--- config.mk ---
export PLATFORM = sky130hd
export DESIGN_NAME = time_base_and_decrementer
export DESIGN_NICKNAME = d
export VERILOG_FILES = /design/src/pkg/timing_pkg.sv /design/src/time_base_and_decrementer.sv
export SDC_FILE = /design/constraint.sdc
export NUM_CORES = 1
export LEC_CHECK = 0
export ABC_CLOCK_PERIOD_IN_PS = 3400
export BUFFER_PORTS_ARGS = -buffer_cell sky130_fd_sc_hd__buf_2
export CAP_MARGIN = 25
export CELL_PAD_IN_SITES_DETAIL_PLACEMENT = 1
export CELL_PAD_IN_SITES_GLOBAL_PLACEMENT = 1
export CORE_ASPECT_RATIO = 0.6
export CORE_MARGIN = 5
export CORE_UTILIZATION = 43
export CTS_BUF_LIST = sky130_fd_sc_hd__clkbuf_8 sky130_fd_sc_hd__clkbuf_16
export DETAILED_ROUTE_END_ITERATION = 8
export PLACE_DENSITY_LB_ADDON = 0.1
export SYNTH_ARGS = -nofsm -noshare
export SYNTH_HDL_FRONTEND = slang
export SYNTH_SLANG_ARGS = --single-unit
--- constraint.sdc ---
create_clock -name pclk -period 3.4 [get_ports pclk]
set_clock_uncertainty 0.2 [all_clocks]
set_input_delay 0.34 -clock pclk [delete_from_list [all_inputs] [get_ports pclk]]
set_output_delay 0.34 -clock pclk [all_outputs]
set_load 0.01 [all_outputs]
--- src/pkg/timing_pkg.sv ---
package timing_pkg;
  localparam int ADDR_W = 8;
  localparam int DATA_W = 32;
  localparam int SPR_W = 10;
  localparam logic [ADDR_W-1:0] OFF_CMD = 8'h00;
  localparam logic [ADDR_W-1:0] OFF_WDATA = 8'h04;
  localparam logic [ADDR_W-1:0] OFF_RDATA = 8'h08;
  localparam logic [ADDR_W-1:0] OFF_RESULT = 8'h0C;
  localparam logic [ADDR_W-1:0] OFF_STATUS = 8'h10;
  localparam logic [ADDR_W-1:0] OFF_MASK = 8'h14;
  localparam logic [ADDR_W-1:0] OFF_DIV = 8'h18;
  // special register numbers: arbitrary values
  localparam logic [SPR_W-1:0] SPR_TICK_WR_LO = 10'h210;
  localparam logic [SPR_W-1:0] SPR_TICK_WR_HI = 10'h211;
  localparam logic [SPR_W-1:0] SPR_TICK_RD_LO = 10'h10C;
  localparam logic [SPR_W-1:0] SPR_TICK_RD_HI = 10'h10D;
  localparam logic [SPR_W-1:0] SPR_DOWN = 10'h012;
  localparam logic [SPR_W-1:0] SPR_LEGACY_LO = 10'h005;
  localparam logic [SPR_W-1:0] SPR_LEGACY_HI = 10'h004;
  localparam int SPR_TOP = 9;
  localparam logic [1:0] EXC_NONE = 2'h0;
  localparam logic [1:0] EXC_ILLEGAL = 2'h1;
  localparam logic [1:0] EXC_PRIV = 2'h2;
  localparam int IRQ_W = 2;
  localparam int ST_DOWN = 0;
  localparam int ST_PROG = 1;
  localparam logic [DATA_W-1:0] ALL_ONES = 32'hFFFF_FFFF;
  localparam logic [DATA_W-1:0] ZERO_WORD = 32'h0000_0000;
  localparam logic [DATA_W-1:0] ONE_WORD = 32'h0000_0001;
  localparam logic [DATA_W-1:0] DIV_RESET = 32'h0000_0000;
  localparam int CMD_W = 13;
  typedef struct packed {
    logic dedicated_read;
    logic supervisor;
    logic move_to;
    logic [SPR_W-1:0] special_reg_number;
  } op_cmd_t;
  typedef enum {BUS_IDLE, BUS_ANSWER} bus_state_t;
endpackage : timing_pkg

--- src/time_base_and_decrementer.sv ---
`timescale 1ns/100ps
// Operation
// - a 64-bit tick counter advances once per tick, frequency set by divider
// - lower half wrapping past all ones adds one to the upper half
// - counter written by move-to operation, read only by dedicated read operation
// - every bit of both counter halves is a real flip-flop
// - legacy clock register numbers are invalid and raise an exception
// - the down counter decrements on every tick that advances the counter
// - every bit of the down counter is a real flip-flop
// - down counter exception has its own request line, apart from others
// - down counter may be read only in supervisor state
// - a 10-bit special register number is decoded for every move operation
// - undefined number, user state, top bit set: privileged program exception only
// - undefined number otherwise: illegal program exception, nothing else altered
module time_base_and_decrementer (
  input wire logic pclk,
  input wire logic presetn,
  input wire logic psel,
  input wire logic penable,
  input wire logic pwrite,
  input wire logic [timing_pkg::ADDR_W-1:0] paddr,
  input wire logic [timing_pkg::DATA_W-1:0] pwdata,
  output logic [timing_pkg::DATA_W-1:0] prdata,
  output logic pready,
  output logic pslverr,
  output logic irq,
  output logic down_vector_req,
  output logic program_vector_req
);
  function automatic logic spr_known(input logic [timing_pkg::SPR_W-1:0] n);
    spr_known = (n == timing_pkg::SPR_TICK_WR_LO) || (n == timing_pkg::SPR_TICK_WR_HI)
      || (n == timing_pkg::SPR_DOWN);
  endfunction : spr_known

  function automatic logic [1:0] op_exc(input timing_pkg::op_cmd_t c);
    logic [1:0] e;
    e = timing_pkg::EXC_NONE;
    if (c.dedicated_read)
    begin
      if (c.special_reg_number != timing_pkg::SPR_TICK_RD_LO && c.special_reg_number != timing_pkg::SPR_TICK_RD_HI)
        e = timing_pkg::EXC_ILLEGAL;
    end
    else if (!spr_known(c.special_reg_number))
      // privileged flavour chosen wherever both answers are allowed
      e = (!c.supervisor && c.special_reg_number[timing_pkg::SPR_TOP]) ? timing_pkg::EXC_PRIV
        : timing_pkg::EXC_ILLEGAL;
    else if (c.special_reg_number != timing_pkg::SPR_DOWN && !c.move_to)
      e = timing_pkg::EXC_ILLEGAL;
    else if (!c.supervisor)
      e = timing_pkg::EXC_PRIV;
    op_exc = e;
  endfunction : op_exc

  timing_pkg::bus_state_t state_reg;
  logic [timing_pkg::DATA_W-1:0] wdata_reg, op_rdata_reg, div_reg, div_cnt_reg;
  logic [timing_pkg::DATA_W-1:0] tick_counter_lower, tick_counter_upper, down_counter;
  logic [1:0] result_reg;
  logic [timing_pkg::IRQ_W-1:0] status_reg, status_next, mask_reg, status_set, status_clr;
  logic access, first, done, mapped, op_go, op_ok, tick;
  logic wr_lo, wr_hi, wr_down, down_evt;
  logic [1:0] exc;
  timing_pkg::op_cmd_t cmd;
  logic [timing_pkg::DATA_W-1:0] read_mux;

  assign access = psel && penable;
  assign first = access && (state_reg == timing_pkg::BUS_IDLE);
  assign done = access && (state_reg == timing_pkg::BUS_ANSWER);
  assign mapped = (paddr == timing_pkg::OFF_CMD) || (paddr == timing_pkg::OFF_WDATA)
    || (paddr == timing_pkg::OFF_RDATA) || (paddr == timing_pkg::OFF_RESULT)
    || (paddr == timing_pkg::OFF_STATUS) || (paddr == timing_pkg::OFF_MASK)
    || (paddr == timing_pkg::OFF_DIV);
  assign cmd = timing_pkg::op_cmd_t'(pwdata[timing_pkg::CMD_W-1:0]);
  assign op_go = done && pwrite && (paddr == timing_pkg::OFF_CMD);
  assign exc = op_exc(cmd);
  assign op_ok = op_go && (exc == timing_pkg::EXC_NONE);
  assign wr_lo = op_ok && !cmd.dedicated_read && (cmd.special_reg_number == timing_pkg::SPR_TICK_WR_LO);
  assign wr_hi = op_ok && !cmd.dedicated_read && (cmd.special_reg_number == timing_pkg::SPR_TICK_WR_HI);
  assign wr_down = op_ok && !cmd.dedicated_read && cmd.move_to
    && (cmd.special_reg_number == timing_pkg::SPR_DOWN);
  assign tick = (div_cnt_reg >= div_reg);
  assign down_evt = tick && !wr_down && (down_counter == timing_pkg::ZERO_WORD);

  always_comb
  begin
    read_mux = timing_pkg::ZERO_WORD;
    case (paddr)
      timing_pkg::OFF_WDATA: read_mux = wdata_reg;
      timing_pkg::OFF_RDATA: read_mux = op_rdata_reg;
      timing_pkg::OFF_RESULT: read_mux = {30'h0000_0000, result_reg};
      timing_pkg::OFF_STATUS: read_mux = {30'h0000_0000, status_reg};
      timing_pkg::OFF_MASK: read_mux = {30'h0000_0000, mask_reg};
      timing_pkg::OFF_DIV: read_mux = div_reg;
      default: read_mux = timing_pkg::ZERO_WORD;
    endcase
  end

  // one wait state: read data is ready before the completing edge
  always_ff @(posedge pclk or negedge presetn)
  begin
    if (!presetn)
    begin
      state_reg <= timing_pkg::BUS_IDLE;
      pready <= 1'b0;
      pslverr <= 1'b0;
      prdata <= timing_pkg::ZERO_WORD;
    end
    else
    begin
      case (state_reg)
        timing_pkg::BUS_IDLE: if (first) state_reg <= timing_pkg::BUS_ANSWER;
        timing_pkg::BUS_ANSWER: state_reg <= timing_pkg::BUS_IDLE;
        default: state_reg <= timing_pkg::BUS_IDLE;
      endcase
      pready <= first;
      pslverr <= first && !mapped;
      prdata <= (first && !pwrite) ? read_mux : timing_pkg::ZERO_WORD;
    end
  end

  always_ff @(posedge pclk or negedge presetn)
  begin
    if (!presetn)
    begin
      wdata_reg <= timing_pkg::ZERO_WORD;
      mask_reg <= '0;
      div_reg <= timing_pkg::DIV_RESET;
    end
    else if (done && pwrite)
    begin
      if (paddr == timing_pkg::OFF_WDATA) wdata_reg <= pwdata;
      if (paddr == timing_pkg::OFF_MASK) mask_reg <= pwdata[timing_pkg::IRQ_W-1:0];
      if (paddr == timing_pkg::OFF_DIV) div_reg <= pwdata;
    end
  end

  // exceptions leave the read-back word untouched
  always_ff @(posedge pclk or negedge presetn)
  begin
    if (!presetn)
    begin
      result_reg <= timing_pkg::EXC_NONE;
      op_rdata_reg <= timing_pkg::ZERO_WORD;
    end
    else if (op_go)
    begin
      result_reg <= exc;
      if (op_ok && cmd.dedicated_read)
        op_rdata_reg <= (cmd.special_reg_number == timing_pkg::SPR_TICK_RD_HI) ? tick_counter_upper
          : tick_counter_lower;
      else if (op_ok && !cmd.move_to)
        op_rdata_reg <= down_counter;
    end
  end

  always_ff @(posedge pclk or negedge presetn)
  begin
    if (!presetn)
      div_cnt_reg <= timing_pkg::ZERO_WORD;
    else
      div_cnt_reg <= tick ? timing_pkg::ZERO_WORD : div_cnt_reg + timing_pkg::ONE_WORD;
  end

  always_ff @(posedge pclk or negedge presetn)
  begin
    if (!presetn)
    begin
      tick_counter_lower <= timing_pkg::ZERO_WORD;
      tick_counter_upper <= timing_pkg::ZERO_WORD;
    end
    else
    begin
      if (wr_lo)
        tick_counter_lower <= wdata_reg;
      else if (tick)
        tick_counter_lower <= tick_counter_lower + timing_pkg::ONE_WORD;
      if (wr_hi)
        tick_counter_upper <= wdata_reg;
      else if (tick && tick_counter_lower == timing_pkg::ALL_ONES)
        tick_counter_upper <= tick_counter_upper + timing_pkg::ONE_WORD;
    end
  end

  always_ff @(posedge pclk or negedge presetn)
  begin
    if (!presetn)
      down_counter <= timing_pkg::ZERO_WORD;
    else if (wr_down)
      down_counter <= wdata_reg;
    else if (tick)
      down_counter <= down_counter - timing_pkg::ONE_WORD;
  end

  // set beats the read-clear; only bits already returned in prdata are cleared,
  // so an event landing between the data edge and the completing edge survives
  always_comb
  begin
    status_set = '0;
    status_set[timing_pkg::ST_DOWN] = down_evt;
    status_set[timing_pkg::ST_PROG] = op_go && (exc != timing_pkg::EXC_NONE);
    status_clr = (done && !pwrite && paddr == timing_pkg::OFF_STATUS)
      ? prdata[timing_pkg::IRQ_W-1:0] : '0;
    status_next = (status_reg & ~status_clr) | status_set;
  end

  always_ff @(posedge pclk or negedge presetn)
  begin
    if (!presetn)
    begin
      status_reg <= '0;
      irq <= 1'b0;
      down_vector_req <= 1'b0;
      program_vector_req <= 1'b0;
    end
    else
    begin
      status_reg <= status_next;
      irq <= |(status_next & mask_reg);
      down_vector_req <= status_next[timing_pkg::ST_DOWN] && mask_reg[timing_pkg::ST_DOWN];
      program_vector_req <= status_next[timing_pkg::ST_PROG] && mask_reg[timing_pkg::ST_PROG];
    end
  end
endmodule : time_base_and_decrementer

==> results of run 1 <==
-- area by class of cell --
cell class                      instances  area [um2]  share of cell area, %
Multi-Input combinational cell       1076        6720                   40.6
Timing Repair Buffer                  191        1480                   8.92
Clock buffer                           37         836                   5.05
Inverter                               50         188                   1.13
Tap cell                              424         531                   3.20
Clock inverter                         14         104                  0.627
Sequential cell                       268        6710                   40.5
-- report_power, final --
part,switching (mW),internal [mW]
combinational,0.144,0.0780
clock,1.36,1.80
sequential,0.0153,3.20
total,1.52,5.08
-- worst max-delay path, cell delays in order (launching register included) --
cell and delay, ns:
dfrtp_1 0.41, or4_1 0.53, or4_4 0.50, or4_4 0.48, nor4_4 0.27, nor2b_4 0.24
buf_6 0.14, nand3_2 0.07, xnor2_1 0.13, mux2_2 0.26
-- per-stage QoR --
step           power, mW  hold WS [ns]
4_1_cts             6.67        0.0816
2_1_floorplan       3.31        -0.156
6_report            6.60         0.107
3_3_place_gp        3.46         0.149
5_1_grt             6.83         0.116
3_5_place_dp        3.47         0.149
-- worst paths after layout --
| kind | start | endpoint | slack (ns) | cells past startpoint |
|---|---|---|---|---|
| min | presetn | div_reg[1] | 0.11 | 2 |
| max in group asynchronous | presetn | mask_reg[1] | 2.01 | 3 |
| min reg2reg | state_reg[0] | state_reg[0] | 0.28 | 1 |
| max reg2reg | down_counter[15] | down_counter[23] | 0.04 | 9 |
| min in group pclk | pwdata[10] | div_reg[10] | 0.11 | 4 |
| max | down_counter[15] | down_counter[23] | 0.04 | 9 |
-- layout by cell type (no fill, tap or decap), drive strengths merged, types with 28 or more instances in the layout --
master,synthesis,routed
inv,50,58
ha,36,36
dfrtp,268,268
nand4,28,28
nor3,41,41
nor2,189,189
mux2,45,45
o21ai,111,111
a21oi,99,99
nand2,157,157
dlygate4sd3,0,33
xnor2,72,72
xor2,51,51
nand3,43,43
a222oi,30,30
clkbuf,56,37
buf,25,158
-- logic make-up (layout without fill, tap and decap cells) --
| kind of cell | after synthesis | in the layout | share of synthesized area, % |
|---|---|---|---|
| simple gates | 572 | 572 | 19.6 |
| mux | 68 | 68 | 5.33 |
| flops | 268 | 268 | 48.2 |
| fa+ha+maj | 36 | 36 | 3.24 |
| xor+xnor | 123 | 123 | 7.75 |
| compound gates | 277 | 277 | 11.8 |
| buf+inv | 131 | 292 | 4.08 |
-- routing by layer --
layer  vias up  track usage (%)  part of all wire (%)
li1       5439                -                     -
met4         0             3.82                   1.4
met5         -                0                     0
met1      6022             42.2                    50
met2       356             37.1                    40
met3        47             6.23                   8.5
-- repair_timing --
action                     4_1_cts  5_1_grt
hold endpoints to repair       125        0
setup buffers                    0        4
pin swaps                        0        4
setup endpoints to repair       19       80
hold buffers                    33        0
resized for setup                5       11
==> impl_metrics.csv, run 1 <==
group,metric,value,unit
outcome,status,"finished, final reports clean",
clock_tree,cts_buffers,29,
finish,n_antenna_cell,0,
placed_design,placed_cells,1972,
floorplanning,initial_core_util,43.2,%
floorplanning,io_pins,82,
drt,drt-pass1-iter-count,7,
critical_path,worstSetupPathType,"reg2reg",
logic_synthesis,synth_warnings,0,
timing,fin_crit,3.36,ns
logic_synthesis,seq_area_frac_synth,48.2,%
logic_synthesis,postSynthCellCount,1475,
logic_synthesis,syn_nets,1556,
timing,fin_crit_sh,98.7,%
clock_tree,cts.clk_slew.worst_paths,0.06,ns
placed_design,placed_cell_area,15200,um2
drt,wirelength,48.2,mm
logic_synthesis,ys_types,62,
global_routing,antenna_found_initial,0,
drt,vias,11900,
timing,clock.fmax,0.298,GHz
global_routing,overflow,0,
timing,rsz0062_at_grt,"yes",
critical_path,endpoint_kind,"register",
floorplanning,die_h,149,um
critical_path,critical_path.max_fanout,5,
floorplanning,core-area,32200,um2
logic_synthesis,yosys_register_bits,268,
finish,fillers,3640,
drt,drt_iter0_drc,1173,
drt,viasPerCell,5.76,
drt,ant_nets,0,
critical_path,start_kind,"register",
placed_design,gp_congestion,0.869,
global_routing,grt_max_degree,67,
critical_path,crit_required,3.67,ns
global_routing,grt_pass1_vias,12000,
logic_synthesis,synth.avg_cell_area,9.43,um2
drt,wire_per_inst,23.4,um
critical_path,worst-endpoint-arrival,3.62,ns
finish,drive_above_1_share,17.0,%
finish,final_area,16600,um2
timing,hold_viol_final,0,
timing,drv_slew,0,
logic_synthesis,synth_edf_count,0,
job,cap_violations,0,
clock_tree,insertion_delay,0.58,ns
floorplanning,rows,51,
timing,relSlewSlack,47.8,%
logic_synthesis,synth-async-reset-ratio,100,%
drt,post-route-drc-count,0,
global_routing,grt_pass1_wl,74.5,mm
timing,tns,0,ns
finish,area_growth,19.2,%
worst_hold_path,hold_class,"in2async",
clock_tree,cts_tree,"yes",
logic_synthesis,syn_area,13900,um2
finish,finalNonFillerCells,2060,
placed_design,dp_worst_setup_slack,-0.185,ns
placed_design,io_buffers,81,
placed_design,hpwl,34.5,mm
logic_synthesis,dominantRegCellSynth,"dfrtp_1",
logic_synthesis,synth.most_common_cell,"dfrtp_1",
logic_synthesis,netlist_top_cells_count,"dfrtp_1 (268), nor2_1 (188), nand2_1 (156)",
timing,setup_viol,0,
floorplanning,die_area,36100,um2
logic_synthesis,synthTopCellsByArea,"dfrtp_1 (48%), nor2_1 (5.1%), xnor2_1 (4.5%), nand2_1 (4.2%), o21ai_0 (3.9%)",
floorplanning,die_width,242,um
logic_synthesis,synth_top_area_share,48.2,%
finish,final_util,51.5,%
global_routing,grt.total_usage,26.5,%
power,power_density,398,nW/um2
clock_tree,clock-root-buffer,"clkbuf_16",
clock_tree,htreeDepth,1,
timing,worst_slew_pin_slew,0.777,ns
power,power.leakage,7.71,nW
timing,setup_slack,0.0432,ns
clock_tree,cts_sinks,268,
finish,nets,1697,
clock_tree,clockBufferDepth,3,
power,irDropWorstVdd,0.385,mV
logic_synthesis,yosysTopAreaCell,"dfrtp_1",
No activity file was read; power rests on OpenSTA's default activity.
==> run 2, diff against run 1 <==
--- a/config.mk
+++ b/config.mk
@@ -13,7 +13,7 @@
 export CORE_ASPECT_RATIO = 0.6
 export CORE_MARGIN = 5
 export CORE_UTILIZATION = 43
-export CTS_BUF_LIST = sky130_fd_sc_hd__clkbuf_8 sky130_fd_sc_hd__clkbuf_16
+export CTS_BUF_LIST = sky130_fd_sc_hd__clkbuf_16
 export DETAILED_ROUTE_END_ITERATION = 8
 export PLACE_DENSITY_LB_ADDON = 0.1
 export SYNTH_ARGS = -nofsm -noshare
==> run 2 against run 1 <==
Sequential share of layout area increased by 0.19 points. First-iteration DRC count decreased by 7.0%. Utilization decreased by 0.24 points. Combinational power about the same. Clock-buffer cell count decreased by 8. Non-clock buffer count unchanged. Global-route usage about the same. Register-to-register slack about the same. Critical path depth unchanged. Flip-flop and latch count unchanged. Hold slack improved by 0.0058 ns. Critical path type unchanged.
==> impl_metrics.csv, run 2 (same netlist as run 1, synthesis figures left out) <==
group,metric,value,unit
outcome,status,"finished, final reports clean",
critical_path,critical_path.max_fanout,5,
power,power_density,389,nW/um2
drt,drt_iter0_drc,1091,
timing,hold_viol_final,0,
drt,wire_per_inst,23.4,um
global_routing,grt_pass1_vias,12000,
finish,final_util,51.3,%
floorplanning,die_area,36100,um2
critical_path,r2r_end,"down_counter[23]",
critical_path,critical_path.top_delay_family,"simple AND/OR/NAND/NOR gates",
drt,wl_met3,4.16,mm
timing,rsz0062_at_grt,"yes",
critical_path,worstSetupPathType,"reg2reg",
power,power.leakage,7.66,nW
global_routing,grt.total_usage,26.5,%
floorplanning,io_pins,82,
drt,m1WireLength,24.2,mm
clock_tree,clock-root-buffer,"clkbuf_16",
job,cap_violations,0,
clock_tree,cts.clk_slew.worst_paths,0.07,ns
floorplanning,die_width,242,um
timing,setup_slack,0.0396,ns
critical_path,endpoint_kind,"register",
critical_path,start_kind,"register",
timing,fin_crit,3.36,ns
floorplanning,initial_core_util,43.2,%
placed_design,hpwl,34.5,mm
drt,post-route-drc-count,0,
critical_path,cp_slowest_stage_delay,0.53,ns
finish,final_common_cell,"dfrtp_1",
drt,top_layer_used,"met4",
critical_path,crit_required,3.67,ns
drt,viasPerCell,5.77,
floorplanning,die_h,149,um
timing,fin_crit_sh,98.8,%
clock_tree,clockBufferDepth,3,
global_routing,grt_pass1_wl,74.5,mm
critical_path,worst_path_max_delay_cell,"or4_1",
placed_design,gp_congestion,0.869,
clock_tree,htreeDepth,1,
worst_hold_path,hold_class,"in2async",
timing,relSlewSlack,47.8,%
drt,dr_wl_met2,19.3,mm
placed_design,io_buffers,81,
finish,drive_above_1_share,16.5,%
global_routing,overflow,0,
clock_tree,insertion_delay,0.58,ns
finish,area_growth,18.6,%
timing,drv_slew,0,
finish,nets,1697,
critical_path,crit_top_cell,"or4_4",
critical_path,path_buf_inv,1,
critical_path,reg2reg_from,"down_counter[15]",
floorplanning,core-area,32200,um2
global_routing,antenna_found_initial,0,
floorplanning,rows,51,
timing,clock.fmax,0.298,GHz
placed_design,dp_worst_setup_slack,-0.185,ns
finish,finalNonFillerCells,2061,
critical_path,rr_worst_depth,9,
clock_tree,cts_sinks,268,
clock_tree,cts_buffers,29,
timing,worst_slew_pin_slew,0.777,ns
power,irDropWorstVdd,0.386,mV
clock_tree,cts_tree,"yes",
critical_path,ff2ff_setup_slack,0.04,ns
drt,ant_nets,0,
drt,drt-pass1-iter-count,7,
global_routing,grt_max_degree,67,
critical_path,crit_path_cell_trace,"or4_1, or4_4, or4_4, nor4_4, nor2b_4, buf_6, nand3_2, xnor2_1, mux2_2",
drt,wirelength,48.3,mm
finish,mostFrequentLayoutCells,"dfrtp_1 (268), nor2_1 (185), nand2_1 (155), o21ai_0 (105), a21oi_1 (99)",
placed_design,placed_cells,1972,
critical_path,worst-endpoint-arrival,3.63,ns
drt,vias,11900,
timing,tns,0,ns
timing,setup_viol,0,
## run 2: changes by cell type in the layout (fill, tap and decap cells not counted)
cell / delta
clkbuf_8: -8
clkinv_1: +8
diode_2: +1
## run 2: power breakdown
| group | switching [mW] | internal [mW] | total (mW) |
|---|---|---|---|
| logic | 0.145 | 0.0780 | 0.223 |
| registers | 0.0150 | 3.20 | 3.22 |
| clock network | 1.36 | 1.62 | 2.98 |
| total | 1.52 | 4.90 | 6.42 |
## run 2: timing repair
action	in CTS	in global routing
endpoints found under the hold margin	125	0
setup buffers	0	4
gates cloned	0	0
setup endpoints to repair	21	81
hold buffers	33	0
gates resized for setup	5	11
pin swaps	0	4
## run 2: final cells by class
class	count	area (um2)
Sequential cell	268	6710
Inverter	50	188
Timing Repair Buffer	191	1480
Fill cell	3654	15700
Multi-Input combinational cell	1076	6720
Clock inverter	22	134
Antenna cell	1	2.50
Tap cell	424	531
Clock buffer	29	726
## run 2: how the worst max path moves through the flow
| stage | slack [ns] | startpoint | end | cells past startpoint |
|---|---|---|---|---|
| final | 0.04 | down_counter[15] | down_counter[23] | 9 |
| after floorplan | 0.11 | paddr[0] | tick_counter_lower[0] | 11 |
| after global placement | -0.13 | down_counter[15] | down_vector_req | 8 |
| after detailed placement | -0.19 | down_counter[15] | down_vector_req | 8 |
| after global routing | -0.003 | down_counter[15] | down_counter[28] | 7 |
| after CTS | -0.01 | down_counter[15] | down_counter[28] | 7 |
## run 2: per-layer routing
layer  track usage (%)  vias to the layer above
met1              41.9                     6049
li1                  -                     5440
met3              6.41                       45
met5                 0                        -
met2              37.2                      356
met4              3.88                        0
## run 2: stage by stage
stage	area [um2]	hold WS [ns]	total power, mW
3_3_place_gp	15200	0.149	3.46
3_5_place_dp	15200	0.149	3.47
2_1_floorplan	13900	-0.156	3.31
4_1_cts	16400	0.0829	6.48
5_1_grt	16500	0.117	6.63
6_report	16500	0.113	6.42
